--- src/rss_pkg.sv ---
`default_nettype none

package rss_pkg;

  // ----------------------------------------
  // timing
  // ----------------------------------------
  localparam int unsigned CLK_PERIOD_NS = 8;
  localparam int unsigned POR_MIN_NS = 100;
  // least time, rounded up
  localparam int unsigned POR_MIN_CYC =
    (POR_MIN_NS + CLK_PERIOD_NS - 1) / CLK_PERIOD_NS;
  localparam int unsigned CNT_W = 8;
  localparam logic [CNT_W-1:0] STRETCH_LOAD =
    CNT_W'(POR_MIN_CYC - 1);
  localparam logic [CNT_W-1:0] CNT_ZERO = 8'h00;

  // ----------------------------------------
  // register map
  // ----------------------------------------
  localparam int unsigned ADDR_W = 12;
  localparam logic [ADDR_W-1:0] OFF_CTRL = 12'h000;
  localparam logic [ADDR_W-1:0] OFF_LEVEL = 12'h004;
  localparam logic [ADDR_W-1:0] OFF_SWRST = 12'h008;
  localparam logic [ADDR_W-1:0] OFF_WDT_CTRL = 12'h00C;
  localparam logic [ADDR_W-1:0] OFF_WDT_TIMEOUT = 12'h010;
  localparam logic [ADDR_W-1:0] OFF_WDT_KICK = 12'h014;
  localparam logic [ADDR_W-1:0] OFF_STATUS = 12'h018;

  // control fields
  localparam int unsigned CTRL_W = 7;
  localparam int unsigned CTRL_ALV_EN = 0;
  localparam int unsigned CTRL_DLV_EN = 1;
  localparam int unsigned CTRL_AHV_EN = 2;
  localparam int unsigned CTRL_ALV_RST = 3;
  localparam int unsigned CTRL_DLV_RST = 4;
  localparam int unsigned CTRL_AREG_EN = 5;
  localparam int unsigned CTRL_SW_DIS = 6;
  localparam logic [CTRL_W-1:0] CTRL_RST = 7'h20;

  // trip level fields
  localparam int unsigned LVL_W = 4;
  localparam int unsigned LVL_ALV_LSB = 0;
  localparam int unsigned LVL_DLV_LSB = 4;
  localparam logic [LVL_W-1:0] LVL_RST = 4'h0;
  localparam int unsigned LV_MIN_MV = 1700;
  localparam int unsigned LV_STEP_MV = 250;
  localparam int unsigned AHV_TRIP_MV = 5750;

  localparam int unsigned SWRST_BIT = 0;
  localparam int unsigned WDT_EN_BIT = 0;

  // status fields
  localparam int unsigned ST_W = 9;
  localparam int unsigned ST_PREC = 0;
  localparam int unsigned ST_EXT = 1;
  localparam int unsigned ST_SW = 2;
  localparam int unsigned ST_WDT = 3;
  localparam int unsigned ST_ALV_RST = 4;
  localparam int unsigned ST_DLV_RST = 5;
  localparam int unsigned ST_ALV_IRQ = 6;
  localparam int unsigned ST_DLV_IRQ = 7;
  localparam int unsigned ST_AHV_IRQ = 8;
  localparam logic [ST_W-1:0] ST_RST = 9'h000;

  // ----------------------------------------
  // types
  // ----------------------------------------
  typedef struct packed {
    logic prec_dig;
    logic prec_ana;
    logic alv;
    logic dlv;
    logic ahv;
  } rss_mon_type;

  typedef enum logic [2:0] {
    SEQ_HOLD = 3'b001,
    SEQ_STRETCH = 3'b010,
    SEQ_RUN = 3'b100
  } rss_seq_type;

endpackage

`default_nettype wire

--- src/rss_supervisor.sv ---
// Summary of operation
// - precise supply monitor trip gives the same reset as power-on reset
// - software has no control bit that turns off the digital precise monitor
// - analog precise monitor is off whenever the analog regulator is off
// - precise monitor off in sleep and hibernate, on only during buzz windows
// - analog high supply monitor uses one fixed threshold, nothing selectable
// - analog and digital low monitors each take a 4-bit, 16-step trip level
// - each low monitor can be set to reset the device instead of interrupting
// - low and high supply monitors stay off until power-on reset is over
// - monitors buzz in sleep; a trip asks for wakeup, interrupt shows after
// - device stays in reset while the external reset input is held low
// - external reset gives the same reset as power-on reset
// - external reset keeps working in sleep and hibernate
// - writing one to the software reset bit, by any master, requests reset
// - software reset gives the same reset as power-on reset
// - a separate disable bit stops the software reset bit from acting
// - watchdog not cleared within its timeout produces a watchdog reset
// - power-on reset leaves the watchdog off until software enables it
// - watchdog enable ignores clears once set; only power-on reset clears it
// - status register records reset and monitor sources, cleared by power-on
// - power-on reset pulse lasts at least 100 ns, longer while sources stay
`timescale 1ns/1ps
`default_nettype none

module rss_supervisor #(
  parameter logic [31:0] WDT_TIMEOUT_DEF = 32'h000F_FFFF,
  parameter int unsigned BUZZ_PERIOD = 1000,
  parameter int unsigned BUZZ_LEN = 8
) (
  input wire logic clk,
  input wire logic sys_rst,
  input wire logic psel,
  input wire logic penable,
  input wire logic pwrite,
  input wire logic [rss_pkg::ADDR_W-1:0] paddr,
  input wire logic [31:0] pwdata,
  output logic [31:0] prdata,
  output logic pready,
  output logic pslverr,
  input wire rss_pkg::rss_mon_type trip,
  input wire logic external_reset_pin_n,
  input wire logic gpio_reset_n,
  input wire logic gpio_reset_sel,
  input wire logic sleep_mode,
  input wire logic hibernate_mode,
  output rss_pkg::rss_mon_type mon_en,
  output logic [rss_pkg::LVL_W-1:0] analog_low_level,
  output logic [rss_pkg::LVL_W-1:0] digital_low_level,
  output logic buzz,
  output logic device_rst,
  output logic supervisor_irq,
  output logic wakeup_req
);

  // ----------------------------------------
  // elaboration checks
  // ----------------------------------------
  if (BUZZ_LEN == 0 || BUZZ_LEN >= BUZZ_PERIOD) begin : g_bad_buzz
    $error("buzz window must be nonzero and shorter than its period");
  end
  if (BUZZ_PERIOD > 32'h00FF_FFFF) begin : g_bad_period
    $error("buzz period too large for its counter");
  end

  // address match for one register
  function automatic logic reg_is(
    input logic [rss_pkg::ADDR_W-1:0] addr,
    input logic [rss_pkg::ADDR_W-1:0] off
  );
    reg_is = (addr == off);
  endfunction

  // monitor enable under power mode
  function automatic logic mon_gate(
    input logic en,
    input logic awake
  );
    mon_gate = en & awake;
  endfunction

  // ----------------------------------------
  // declarations
  // ----------------------------------------
  logic [rss_pkg::CTRL_W-1:0] ctrl_r;
  logic [2*rss_pkg::LVL_W-1:0] level_r;
  logic [31:0] wdt_timeout_r;
  logic [31:0] wdt_cnt_r;
  logic wdt_en_r;
  logic wdt_fire_r;
  logic sw_req_r;
  logic ready_r;
  logic [rss_pkg::ST_W-1:0] status_r;
  logic [rss_pkg::ST_W-1:0] status_set;
  logic [23:0] buzz_cnt_r;
  rss_pkg::rss_seq_type seq_r;
  logic [rss_pkg::CNT_W-1:0] stretch_r;
  logic wr_acc;
  logic rd_setup;
  logic addr_ok;
  logic kick;
  logic awake;
  logic prec_hit;
  logic ext_low;
  logic alv_hit;
  logic dlv_hit;
  logic ahv_hit;
  logic alv_rst;
  logic dlv_rst;
  logic irq_event;
  logic rst_src;

  // ----------------------------------------
  // bus slave
  // ----------------------------------------
  // decode, zero-wait answer
  assign addr_ok = reg_is(paddr, rss_pkg::OFF_CTRL)
                 | reg_is(paddr, rss_pkg::OFF_LEVEL)
                 | reg_is(paddr, rss_pkg::OFF_SWRST)
                 | reg_is(paddr, rss_pkg::OFF_WDT_CTRL)
                 | reg_is(paddr, rss_pkg::OFF_WDT_TIMEOUT)
                 | reg_is(paddr, rss_pkg::OFF_WDT_KICK)
                 | reg_is(paddr, rss_pkg::OFF_STATUS);
  assign pready = 1'b1;
  assign pslverr = psel & penable & ~addr_ok;
  assign wr_acc = psel & penable & pwrite & addr_ok;
  assign rd_setup = psel & ~penable & ~pwrite;
  assign kick = wr_acc & reg_is(paddr, rss_pkg::OFF_WDT_KICK);

  // read data captured in the setup cycle
  always_ff @(posedge clk or posedge sys_rst) begin
    if (sys_rst) begin
      prdata <= 32'h0000_0000;
    end else if (rd_setup) begin
      prdata <= 32'h0000_0000;
      case (paddr)
        rss_pkg::OFF_CTRL: begin
          prdata[rss_pkg::CTRL_W-1:0] <= ctrl_r;
        end
        rss_pkg::OFF_LEVEL: begin
          prdata[2*rss_pkg::LVL_W-1:0] <= level_r;
        end
        rss_pkg::OFF_WDT_CTRL: begin
          prdata[rss_pkg::WDT_EN_BIT] <= wdt_en_r;
        end
        rss_pkg::OFF_WDT_TIMEOUT: begin
          prdata <= wdt_timeout_r;
        end
        rss_pkg::OFF_STATUS: begin
          prdata[rss_pkg::ST_W-1:0] <= status_r;
        end
        default: begin
          prdata <= 32'h0000_0000;
        end
      endcase
    end
  end

  // ----------------------------------------
  // control registers
  // ----------------------------------------
  // cleared by any device reset
  always_ff @(posedge clk or posedge sys_rst) begin
    if (sys_rst) begin
      ctrl_r <= rss_pkg::CTRL_RST;
      level_r <= {rss_pkg::LVL_RST, rss_pkg::LVL_RST};
      wdt_timeout_r <= WDT_TIMEOUT_DEF;
    end else if (device_rst) begin
      ctrl_r <= rss_pkg::CTRL_RST;
      level_r <= {rss_pkg::LVL_RST, rss_pkg::LVL_RST};
      wdt_timeout_r <= WDT_TIMEOUT_DEF;
    end else if (wr_acc) begin
      if (reg_is(paddr, rss_pkg::OFF_CTRL)) begin
        ctrl_r <= pwdata[rss_pkg::CTRL_W-1:0];
      end
      if (reg_is(paddr, rss_pkg::OFF_LEVEL)) begin
        level_r <= pwdata[2*rss_pkg::LVL_W-1:0];
      end
      if (reg_is(paddr, rss_pkg::OFF_WDT_TIMEOUT)) begin
        wdt_timeout_r <= pwdata;
      end
    end
  end

  assign analog_low_level =
    level_r[rss_pkg::LVL_ALV_LSB +: rss_pkg::LVL_W];
  assign digital_low_level =
    level_r[rss_pkg::LVL_DLV_LSB +: rss_pkg::LVL_W];

  always_ff @(posedge clk or posedge sys_rst) begin
    if (sys_rst) begin
      sw_req_r <= 1'b0;
    end else begin
      sw_req_r <= wr_acc & reg_is(paddr, rss_pkg::OFF_SWRST)
                & pwdata[rss_pkg::SWRST_BIT]
                & ~ctrl_r[rss_pkg::CTRL_SW_DIS] & ~device_rst;
    end
  end

  // ----------------------------------------
  // watchdog
  // ----------------------------------------
  // sticky enable, power-on clear only
  always_ff @(posedge clk or posedge sys_rst) begin
    if (sys_rst) begin
      wdt_en_r <= 1'b0;
    end else if (wr_acc & reg_is(paddr, rss_pkg::OFF_WDT_CTRL)
                 & pwdata[rss_pkg::WDT_EN_BIT]) begin
      wdt_en_r <= 1'b1;
    end
  end

  always_ff @(posedge clk or posedge sys_rst) begin
    if (sys_rst) begin
      wdt_cnt_r <= 32'h0000_0000;
      wdt_fire_r <= 1'b0;
    end else if (~wdt_en_r | device_rst | kick) begin
      wdt_cnt_r <= 32'h0000_0000;
      wdt_fire_r <= 1'b0;
    end else if (wdt_cnt_r >= wdt_timeout_r) begin
      wdt_cnt_r <= 32'h0000_0000;
      wdt_fire_r <= 1'b1;
    end else begin
      wdt_cnt_r <= wdt_cnt_r + 32'h0000_0001;
      wdt_fire_r <= 1'b0;
    end
  end

  // ----------------------------------------
  // power modes and monitor enables
  // ----------------------------------------
  // periodic buzz window in sleep
  always_ff @(posedge clk or posedge sys_rst) begin
    if (sys_rst) begin
      buzz_cnt_r <= 24'h00_0000;
      buzz <= 1'b0;
    end else if (~sleep_mode | hibernate_mode) begin
      buzz_cnt_r <= 24'h00_0000;
      buzz <= 1'b0;
    end else begin
      if (buzz_cnt_r == 24'(BUZZ_PERIOD - 1)) begin
        buzz_cnt_r <= 24'h00_0000;
      end else begin
        buzz_cnt_r <= buzz_cnt_r + 24'h00_0001;
      end
      buzz <= (buzz_cnt_r < 24'(BUZZ_LEN));
    end
  end

  assign awake = ~hibernate_mode & (~sleep_mode | buzz);

  // low and high monitors held off until power-on reset is over
  always_ff @(posedge clk or posedge sys_rst) begin
    if (sys_rst) begin
      ready_r <= 1'b0;
    end else begin
      ready_r <= 1'b1;
    end
  end

  // registered monitor enables
  always_ff @(posedge clk or posedge sys_rst) begin
    if (sys_rst) begin
      mon_en <= '0;
    end else begin
      // digital precise monitor follows power mode only
      mon_en.prec_dig <= mon_gate(1'b1, awake);
      mon_en.prec_ana <= mon_gate(ctrl_r[rss_pkg::CTRL_AREG_EN], awake);
      // off during device reset, so a reset trip leaves no late irq
      mon_en.alv <= mon_gate(ctrl_r[rss_pkg::CTRL_ALV_EN] & ready_r & ~device_rst, awake);
      mon_en.dlv <= mon_gate(ctrl_r[rss_pkg::CTRL_DLV_EN] & ready_r & ~device_rst, awake);
      mon_en.ahv <= mon_gate(ctrl_r[rss_pkg::CTRL_AHV_EN] & ready_r & ~device_rst, awake);
    end
  end

  // trips count only from enabled monitors
  assign prec_hit = (trip.prec_dig & mon_en.prec_dig)
                  | (trip.prec_ana & mon_en.prec_ana);
  assign alv_hit = trip.alv & mon_en.alv;
  assign dlv_hit = trip.dlv & mon_en.dlv;
  assign ahv_hit = trip.ahv & mon_en.ahv;
  assign alv_rst = alv_hit & ctrl_r[rss_pkg::CTRL_ALV_RST];
  assign dlv_rst = dlv_hit & ctrl_r[rss_pkg::CTRL_DLV_RST];
  assign irq_event = (alv_hit & ~ctrl_r[rss_pkg::CTRL_ALV_RST])
                   | (dlv_hit & ~ctrl_r[rss_pkg::CTRL_DLV_RST])
                   | ahv_hit;

  // pin or selected gpio, never gated by power mode
  assign ext_low = ~external_reset_pin_n | (gpio_reset_sel & ~gpio_reset_n);

  // ----------------------------------------
  // reset combining and release
  // ----------------------------------------
  // all sources share one path
  assign rst_src = prec_hit | ext_low | sw_req_r | wdt_fire_r
                 | alv_rst | dlv_rst;

  // asserted at once, released from state
  assign device_rst = rst_src | (seq_r != rss_pkg::SEQ_RUN);

  always_ff @(posedge clk or posedge sys_rst) begin
    if (sys_rst) begin
      seq_r <= rss_pkg::SEQ_HOLD;
      stretch_r <= rss_pkg::STRETCH_LOAD;
    end else begin
      case (seq_r)
        rss_pkg::SEQ_HOLD: begin
          stretch_r <= rss_pkg::STRETCH_LOAD;
          if (~rst_src) begin
            seq_r <= rss_pkg::SEQ_STRETCH;
          end
        end
        rss_pkg::SEQ_STRETCH: begin
          if (rst_src) begin
            seq_r <= rss_pkg::SEQ_HOLD;
            stretch_r <= rss_pkg::STRETCH_LOAD;
          end else if (stretch_r == rss_pkg::CNT_ZERO) begin
            seq_r <= rss_pkg::SEQ_RUN;
          end else begin
            stretch_r <= stretch_r - 8'h01;
          end
        end
        rss_pkg::SEQ_RUN: begin
          if (rst_src) begin
            seq_r <= rss_pkg::SEQ_HOLD;
          end
        end
        default: begin
          seq_r <= rss_pkg::SEQ_HOLD;
          stretch_r <= rss_pkg::STRETCH_LOAD;
        end
      endcase
    end
  end

  // ----------------------------------------
  // status and interrupt
  // ----------------------------------------
  always_comb begin
    status_set = rss_pkg::ST_RST;
    status_set[rss_pkg::ST_PREC] = prec_hit;
    status_set[rss_pkg::ST_EXT] = ext_low;
    status_set[rss_pkg::ST_SW] = sw_req_r;
    status_set[rss_pkg::ST_WDT] = wdt_fire_r;
    status_set[rss_pkg::ST_ALV_RST] = alv_rst;
    status_set[rss_pkg::ST_DLV_RST] = dlv_rst;
    status_set[rss_pkg::ST_ALV_IRQ] = alv_hit & ~alv_rst;
    status_set[rss_pkg::ST_DLV_IRQ] = dlv_hit & ~dlv_rst;
    status_set[rss_pkg::ST_AHV_IRQ] = ahv_hit;
  end

  // sticky sources, write one to clear, set wins
  always_ff @(posedge clk or posedge sys_rst) begin
    if (sys_rst) begin
      status_r <= rss_pkg::ST_RST;
    end else if (wr_acc & reg_is(paddr, rss_pkg::OFF_STATUS)) begin
      status_r <= (status_r & ~pwdata[rss_pkg::ST_W-1:0]) | status_set;
    end else begin
      status_r <= status_r | status_set;
    end
  end

  // wake first, interrupt only once awake
  always_ff @(posedge clk or posedge sys_rst) begin
    if (sys_rst) begin
      wakeup_req <= 1'b0;
      supervisor_irq <= 1'b0;
    end else begin
      wakeup_req <= irq_event & sleep_mode;
      supervisor_irq <= (|status_r[rss_pkg::ST_AHV_IRQ:rss_pkg::ST_ALV_IRQ])
                      & ~sleep_mode & ~hibernate_mode;
    end
  end
endmodule

`default_nettype wire

--- config.mk ---
export PLATFORM = sky130hd
export DESIGN_NAME = rss_supervisor
export DESIGN_NICKNAME = d
export VERILOG_FILES = /design/src/rss_pkg.sv /design/src/rss_supervisor.sv
export SDC_FILE = /design/constraint.sdc
export NUM_CORES = 1
export LEC_CHECK = 0
export BUFFER_PORTS_ARGS = -buffer_cell sky130_fd_sc_hd__buf_2
export CORE_MARGIN = 2
export CORE_UTILIZATION = 35
export DETAILED_ROUTE_END_ITERATION = 7
export PLACE_DENSITY_LB_ADDON = 0.3
export SLEW_MARGIN = 10
export SYNTH_ARGS = -nofsm -noshare
export SYNTH_HDL_FRONTEND = slang
export SYNTH_SLANG_ARGS = --single-unit
--- constraint.sdc ---
create_clock -name clk -period 5.7 [get_ports clk]
set_input_delay 0.285 -clock clk [delete_from_list [all_inputs] [get_ports clk]]
set_output_delay 0.285 -clock clk [all_outputs]
set_load 0.01 [all_outputs]
**After elaboration in Yosys (flattened, before gate mapping)**

Cells that the tools add are included.
Widths: inputs -> output; s select.

- Flip-flop bits (word level): 167
- Input port bits: 59
- Output and inout bits: 51
- Word-level logic and storage cells: 162

- Add/subtract/negate cells: 3
- Magnitude comparators: 2
- Equality and inequality tests: 15
- Multiplexer cells: 30
- Bitwise operators: 79
- Reductions and logical operators: 12

Operators with widths:

| cell | number |
|---|---|
| $mux 32 | 5 |
| $mux 24 | 2 |
| $and 1x1->1 | 40 |
| $mux 8 | 5 |
| $eq 12x5->1 const B | 3 |
| $add 32x1->32 const B | 1 |
| $ge 32x32->1 | 1 |
| $add 24x1->24 const B | 1 |
| $eq 12x4->1 const B | 2 |
| $eq 24x10->1 const B | 1 |
| $lt 24x4->1 const B | 1 |
| $pmux 6 s4 | 1 |
| $mux 23 | 1 |
| $mux 7 | 3 |
| $or 1x1->1 | 20 |
| $or 9x9->9 | 2 |
| $pmux 8 s2 | 1 |
| $not 1->1 | 15 |
| $eq 12x3->1 const B | 1 |
| $logic_not 12->1 | 1 |
| $mux 3 | 4 |
| $and 9x9->9 | 1 |
| $mux 9 | 1 |
| $ne 3x3->1 const B | 3 |
| other kinds (16) | 25 |

**Logic depth before layout (Yosys ltp)**

Gate-level depths: netlist (run 1).

- Word-level depth: 12
- Mapped depth: 9
- Gate-level depth less buffers: 8

**Worst setup path before layout (run 1)**

Ideal clock, no wire load.

- Path type: register to register
- From: register wdt_timeout_r[2]
- To: register wdt_cnt_r[10]
- Setup time: 101 ps
- Arrival: 2,242 ps
- Required time: 5,599 ps
- Path slack: 3,357 ps
- Cell stages (with the launch flop): 10
- Buffers on the path: 1
- Clock period less this slack: 2,343 ps
- Cell sequence: dfstp_2 -> inv_1 -> ha_1 -> a211o_1 -> a31oi_1 -> o221ai_1 -> a221oi_1 -> o22ai_1 -> clkbuf_1 -> nor4_1

- Longest elaborated chain between the ends: 3

Ends and longest elaborated chain:

| item | RTL line | RTL |
|---|---|---|
| start, declared | rss_supervisor.sv:86 | `logic [31:0] wdt_timeout_r;` |
| start signal, assigned | rss_supervisor.sv:179 | `wdt_timeout_r <= pwdata;` |
| $ge 32x32->1 | rss_supervisor.sv:219 | `end else if (wdt_cnt_r >= wdt_timeout_r) begin` |
| $mux 32 | rss_supervisor.sv:219 |  |
| $mux 32 | rss_supervisor.sv:216 | `end else if (~wdt_en_r \| device_rst \| kick) begin` |
| end signal, assigned | rss_supervisor.sv:223 | `wdt_cnt_r <= wdt_cnt_r + 32'h0000_0001;` |
| end, declared | rss_supervisor.sv:87 | `logic [31:0] wdt_cnt_r;` |

Every way passes these cells.
A chain may end at the register's enable or synchronous reset.

**Final worst setup path (run 1)**

- From: register mon_en[4] (netlist bit)
- To: output device_rst

- Longest elaborated chain between the ends: 8

Ends and longest elaborated chain:

| item | RTL line | RTL |
|---|---|---|
| start, declared | rss_supervisor.sv:46 | `output rss_pkg::rss_mon_type mon_en,` |
| $and 1x1->1 | rss_supervisor.sv:276 | `assign prec_hit = (trip.prec_dig & mon_en.prec_dig)` |
| $or 1x1->1 | rss_supervisor.sv:277 | `\| (trip.prec_ana & mon_en.prec_ana);` |
| $or 1x1->1 (3 in series) | rss_supervisor.sv:294 | `assign rst_src = prec_hit \| ext_low \| sw_req_r \| wdt_fire_r` |
| $or 1x1->1 (2 in series) | rss_supervisor.sv:295 | `\| alv_rst \| dlv_rst;` |
| $or 1x1->1 | rss_supervisor.sv:298 | `assign device_rst = rst_src \| (seq_r != rss_pkg::SEQ_RUN);` |
| end, declared | rss_supervisor.sv:50 | `output logic device_rst,` |

Every way passes these cells.

==> results of run 1 <==
[flip-flops by register name, indices dropped and copies added (netlist names), 7 cells and up]
register,cells
buzz_cnt_r,24
ctrl_r,7
level_r,8
prdata,32
status_r,9
stretch_r,8
wdt_cnt_r,32
wdt_timeout_r,32
[stage by stage]
stage	area [um^2]	util, %	power (mW)	hold WS, ns	cells
floorplan	8472	-	1.262	0.3558	903
finish	9910	41.97	2.459	0.03336	1329
detailed placement	9300	39.39	1.310	0.4516	1296
global route	9910	41.97	2.549	0.02610	1329
CTS	9910	41.97	2.491	0.01875	1329
global placement	9300	39.39	1.310	0.4512	1296
[kinds of logic (layout without fill, tap and decap cells)]
kind of cell / count (synthesis) / after routing / synth area share (%)
flops: 167 / 167 / 49.70
compound gates: 134 / 134 / 10.52
simple gates: 414 / 414 / 23.89
mux: 1 / 1 / 0.1182
buf+inv: 95 / 202 / 4.817
xor+xnor: 54 / 54 / 5.585
other cells: 1 / 2 / 0.04428
fa+ha+maj: 36 / 36 / 5.319
[per-layer routing]
layer	vias to the layer above	global-route usage, %
li1	3344	-
met1	3391	24.01
met2	130	27.82
met3	17	3.308
met4	0	5.165
met5	-	0
[final cells by class]
class	instances	area [um^2]
timing repair buffer	119	625.6
inverter	51	196.4
multi-input combinational	641	3880
sequential	167	4209
clock inverter	14	170.2
fill	2343	13700
tap	319	399.1
clock buffer	18	429.2
[power by group through the flow]
stage | combinational, mW | sequential [mW] | clock [mW]
after CTS | 0.0943 | 1.19 | 1.20
after global placement | 0.0932 | 1.22 | 0
after global routing | 0.104 | 1.20 | 1.25
final | 0.0912 | 1.20 | 1.17
after detailed placement | 0.0933 | 1.22 | 0
after floorplan | 0.0463 | 1.22 | 0
[layout by cell type, fill, tap and decap left out, drive strengths merged, types with 8 or more instances in the layout]
cell type / synthesis / layout
and2: 9 / 9
ha: 36 / 36
nor2: 52 / 52
o211ai: 20 / 20
nand4: 15 / 15
a21oi: 44 / 44
xnor2: 21 / 21
a22o: 8 / 8
buf: 19 / 118
o21ai: 19 / 19
clkbuf: 25 / 18
inv: 51 / 55
nor4: 45 / 45
a21o: 12 / 12
dfrtp: 143 / 143
or3: 8 / 8
nand3: 66 / 66
dfstp: 24 / 24
nor3: 16 / 16
nand2: 168 / 168
xor2: 33 / 33
and3: 16 / 16
[worst paths after layout]
kind                                        from              to
worst min register to register        prdata[16]      prdata[16]
worst min-delay path              hibernate_mode  supervisor_irq
min in group asynchronous                sys_rst  buzz_cnt_r[22]
worst max register to register  wdt_timeout_r[2]   wdt_cnt_r[16]
worst max-delay path                   mon_en[4]      device_rst
max in group asynchronous                sys_rst      prdata[15]
[timing repair]
item | 4_1_cts | 5_1_grt
hold buffers | 1 | 0
setup endpoints to repair | 0 | 0
hold endpoints to repair | 29 | 0
==> impl_metrics.toml, run 1 <==
[floorplan]
rows = 56
fp.dieH_um = 159.5
die_area_mm2 = 0.02545
core-area_mm2 = 0.02361
chipWidth_um = 159.5
io_pins = 110
start_util_pct = 35.86

[worst_setup_path]
rr_worst_depth = 9
startpoint_type = "register"
crit_required_ns = 5.41
critPathTopFamily = "buffers and inverters"
cp.arrival_ns = 2.90
critical_path_class = "reg2out"
slowest_stage = "nor3_2"
cp_num_buf_inv = 3
cp-end-kind = "output pin"
reg2reg_slack_ns = 2.60
critPathMaxFanout = 28
critPathMaxStageDelay_ns = 0.53
path_cells = "a22o_1 -> a31oi_1 -> nand2_1 -> nor3_2 -> buf_4 -> inv_2 -> buf_2"
crit_cells = 7

[grt]
grtUsageTotal_pct = 17.39
grt-ovfl-total = 0
grt_max_degree = 79
grt_pass1_wl_um = 36110
grt_pass1_vias = 6937
antenna_found_initial = 0

[min_path]
hold_class = "in2reg"
hold_depth = 2

[synthesis]
synthTopCellsByArea = "dfrtp_1, dfstp_2, nand2_1"
synth_warnings = 0
yosysTopAreaCell = "dfrtp_1"
ys_ff_latch = 167
synthFlopType = "dfrtp_1"
synthTopCellsByCount = "nand2_1, dfrtp_1, nand3_1, nor2_1, inv_1"
postSynthCellCount = 902
syn_avg_cell_area_um2 = 9.388
synth.distinct_cells = 58
ys_async_sr_fraction_pct = 100.0
synth-edff-count = 0
netlist.area_leader.share_pct = 42.26
synth.most_common_cell = "nand2_1"
syn_area_mm2 = 0.008468
seq_area_frac_synth_pct = 49.70

[clock_network]
h-tree-depth = 4
cts_buffers = 17
clock-sinks = 167
cts_setup_buffers = 0
root_buffer = "clkbuf_16"
clk_latency_ns = 0.44
cts_resized = 0
cts_tree = "done"
cts.path.max_buffers = 2
clk_pin_slew_ns = 0.07

[placement]
place.detailed.hpwl_um = 15340
globalplace.congestion = 0.8197
place.port_buffers = 108
dp_slack_ns = 2.555

[timing]
worstMarginPinSlew_ns = 1.001
max_freq_mhz = 313.5
post-route-period-util_pct = 55.96
setup_viol = 0
fin_skew_ns = 0.01475
slew_viol_final = 0
period_minus_slack_ns = 3.190
rsz0062_at_grt = "false"
fin_tns_setup_ns = 0
setup_slack_ns = 2.510
max_slew_margin_pct = 33.25
finalHoldViolCount = 0

[route]
wl_met2_um = 9986
vias_per_cell = 5.178
drt_wl_total_um = 21320
num_vias = 6882
drc = 0
drt_first_iter_violations = 529
wl_per_cell_um = 16.04
routed.top_layer = "met4"
ant_nets = 0
dr_wl_met3_um = 893
first_pass_iters = 6
met1_length_um = 10120

[cells_and_area]
drive_gt1_share_pct = 18.32
area_growth_pct = 17.02
final_nets = 1092
antennaDiodeCount = 0

[power]
switching_share_pct = 23.72
p_int_mw = 1.876
power_density_mw_per_mm2 = 248.1
power_frac_comb_pct = 3.7
ir_drop_mv = 0.1232
power_leakage_nw = 4.616
pwr-share-clk_pct = 47.7
pwr-share-seq_pct = 48.6
p_switching_mw = 0.5831

[status]
status = "completed"

[run]
drv_cap = 0
No activity file was read; power rests on OpenSTA's default activity.
==> run 2: changes to the inputs <==
clock period = 2.6 ns   (was 5.7 ns; I/O delays follow)
==> impl_metrics.toml, run 2 (synthesized netlist as in run 1, its figures left out) <==
[status]
status = "completed"

[floorplan]
chipWidth_um = 159.5
fp.dieH_um = 159.5
rows = 56
start_util_pct = 35.86
core-area_mm2 = 0.02361
io_pins = 110
die_area_mm2 = 0.02545

[worst_setup_path]
cp.arrival_ns = 2.81
cp_num_buf_inv = 2
critPathMaxFanout = 10
startpoint_type = "register"
cp-end-kind = "register"
reg2reg_slack_ns = 0.10
path_cells = "inv_1 -> ha_4 -> a211o_1 -> a31oi_2 -> o221ai_2 -> a221oi_2 -> o22ai_2 -> buf_4 -> nor4_2"
critPathTopFamily = "compound AO/OA/AOI/OAI gates"
crit_cells = 9
cp-startpoint = "wdt_timeout_r[2]"
rr_worst_depth = 9
critPathMaxStageDelay_ns = 0.53
rr_endpoint = "wdt_cnt_r[26]"
crit_required_ns = 2.91
critical_path_class = "reg2reg"
slowest_stage = "dfstp_2"
regToRegStartpoint = "wdt_timeout_r[2]"

[min_path]
worstHoldEndpoint = "status_r[5]"
hp-start = "trip[1]"
hold_class = "in2reg"
hold_depth = 3

[timing]
slew_viol_final = 0
worstMarginPinSlew_ns = 0.6942
period_minus_slack_ns = 2.499
fin_tns_setup_ns = 0
finalHoldViolCount = 0
max_freq_mhz = 400.1
rsz0062_at_grt = "false"
setup_slack_ns = 0.1006
max_slew_margin_pct = 53.59
setup_viol = 0
fin_skew_ns = 0.01171
post-route-period-util_pct = 96.13

[clock_network]
root_buffer = "clkbuf_16"
cts_buffers = 17
cts_tree = "done"
cts.path.max_buffers = 2
clock-sinks = 167
clk_latency_ns = 0.44
h-tree-depth = 4
clk_pin_slew_ns = 0.07

[route]
num_vias = 7098
first_pass_iters = 5
drt_wl_total_um = 22100
drc = 0
wl_per_cell_um = 15.99
vias_per_cell = 5.136
ant_nets = 0
drt_first_iter_violations = 413

[power]
ir_drop_mv = 0.3146
power_leakage_nw = 4.879
power_density_mw_per_mm2 = 507.0

[grt]
grt_pass1_vias = 6954
grtUsageTotal_pct = 17.60
grt_pass1_wl_um = 36470
grt-ovfl-total = 0
antenna_found_initial = 0
grt_max_degree = 100

[cells_and_area]
layout_common_cells = "nand2_1, dfrtp_1, buf_2"
area_growth_pct = 25.40
final_common_cell = "nand2_1"
nFillCells = 2278
final_nets = 1145
antennaDiodeCount = 0
top_regs = "prdata x32, wdt_cnt_r x32, wdt_timeout_r x32"
fin_util_pct = 44.97
seqCellArea_mm2 = 0.004209
final_cell_area_mm2 = 0.01062
multi_input_area_mm2 = 0.004049
drive_gt1_share_pct = 21.07

[placement]
dpl_cell_area_mm2 = 0.009464
globalplace.congestion = 0.7714
dp_slack_ns = -0.03786
place.detailed.hpwl_um = 15490
place.port_buffers = 108

[run]
drv_cap = 0
## run 2: changes by cell type in the layout (fill, tap and decap cells not counted), moves of 2 or more
cell	previous run	this run
buf_12	0	5
buf_4	10	20
nor4_1	42	24
a31oi_2	0	2
dlygate4sd3_1	1	39
a31oi_1	3	1
nor4_4	3	5
nor4_2	0	16
## run 2: metrics by stage
stage | hold WS [ns] | total power [mW] | cells
2_1_floorplan | 0.2008 | 2.767 | 903
3_3_place_gp | 0.2937 | 2.875 | 1311
3_5_place_dp | 0.2969 | 2.876 | 1311
4_1_cts | 0.01678 | 5.438 | 1382
5_1_grt | 0.03040 | 5.562 | 1382
6_report | 0.01792 | 5.384 | 1382
## run 2: area by class of cell
cell class              count  share of cell area (%)
flip-flops and latches    167                   39.64
multi-input cells         641                   38.13
repair buffers            172                   11.12
clock buffers              19                   4.171
well taps                 319                   3.759
inverters                  51                   1.862
clock inverters            13                   1.320
## run 2: worst max path at each step
stage | to
floorplan | wdt_cnt_r[10]
global placement | wdt_cnt_r[29]
finish | wdt_cnt_r[26]
global route | wdt_cnt_r[18]
detailed placement | wdt_cnt_r[26]
CTS | wdt_cnt_r[26]
## run 2: layer usage
| layer | GRT usage (%) | vias up | wire, um |
|---|---|---|---|
| met5 | 0 | - | 0 |
| met4 | 6.281 | 0 | 437 |
| met3 | 2.553 | 29 | 795 |
| met2 | 27.94 | 148 | 10460 |
| met1 | 24.55 | 3460 | 10400 |
| li1 | - | 3461 | - |
## run 2: timing repair
item	4_1_cts	5_1_grt
hold buffers	39	0
buffers inserted	0	0
setup endpoints to repair	5	33
hold endpoints to repair	190	0
gates resized for setup	2	27
pin swaps	0	2
## run 2: where the power goes
part / leakage (nW) / switching, mW / internal [mW]
clock network: 0.284 / 1.14 / 1.38
registers: 2.23 / 0.0124 / 2.61
logic: 2.36 / 0.150 / 0.101
total: 4.88 / 1.30 / 4.09
## run 2: worst min-delay path, stage by stage
cell and delay, ns:
buf_2 0.11, nand3_1 0.12, nand2_1 0.06
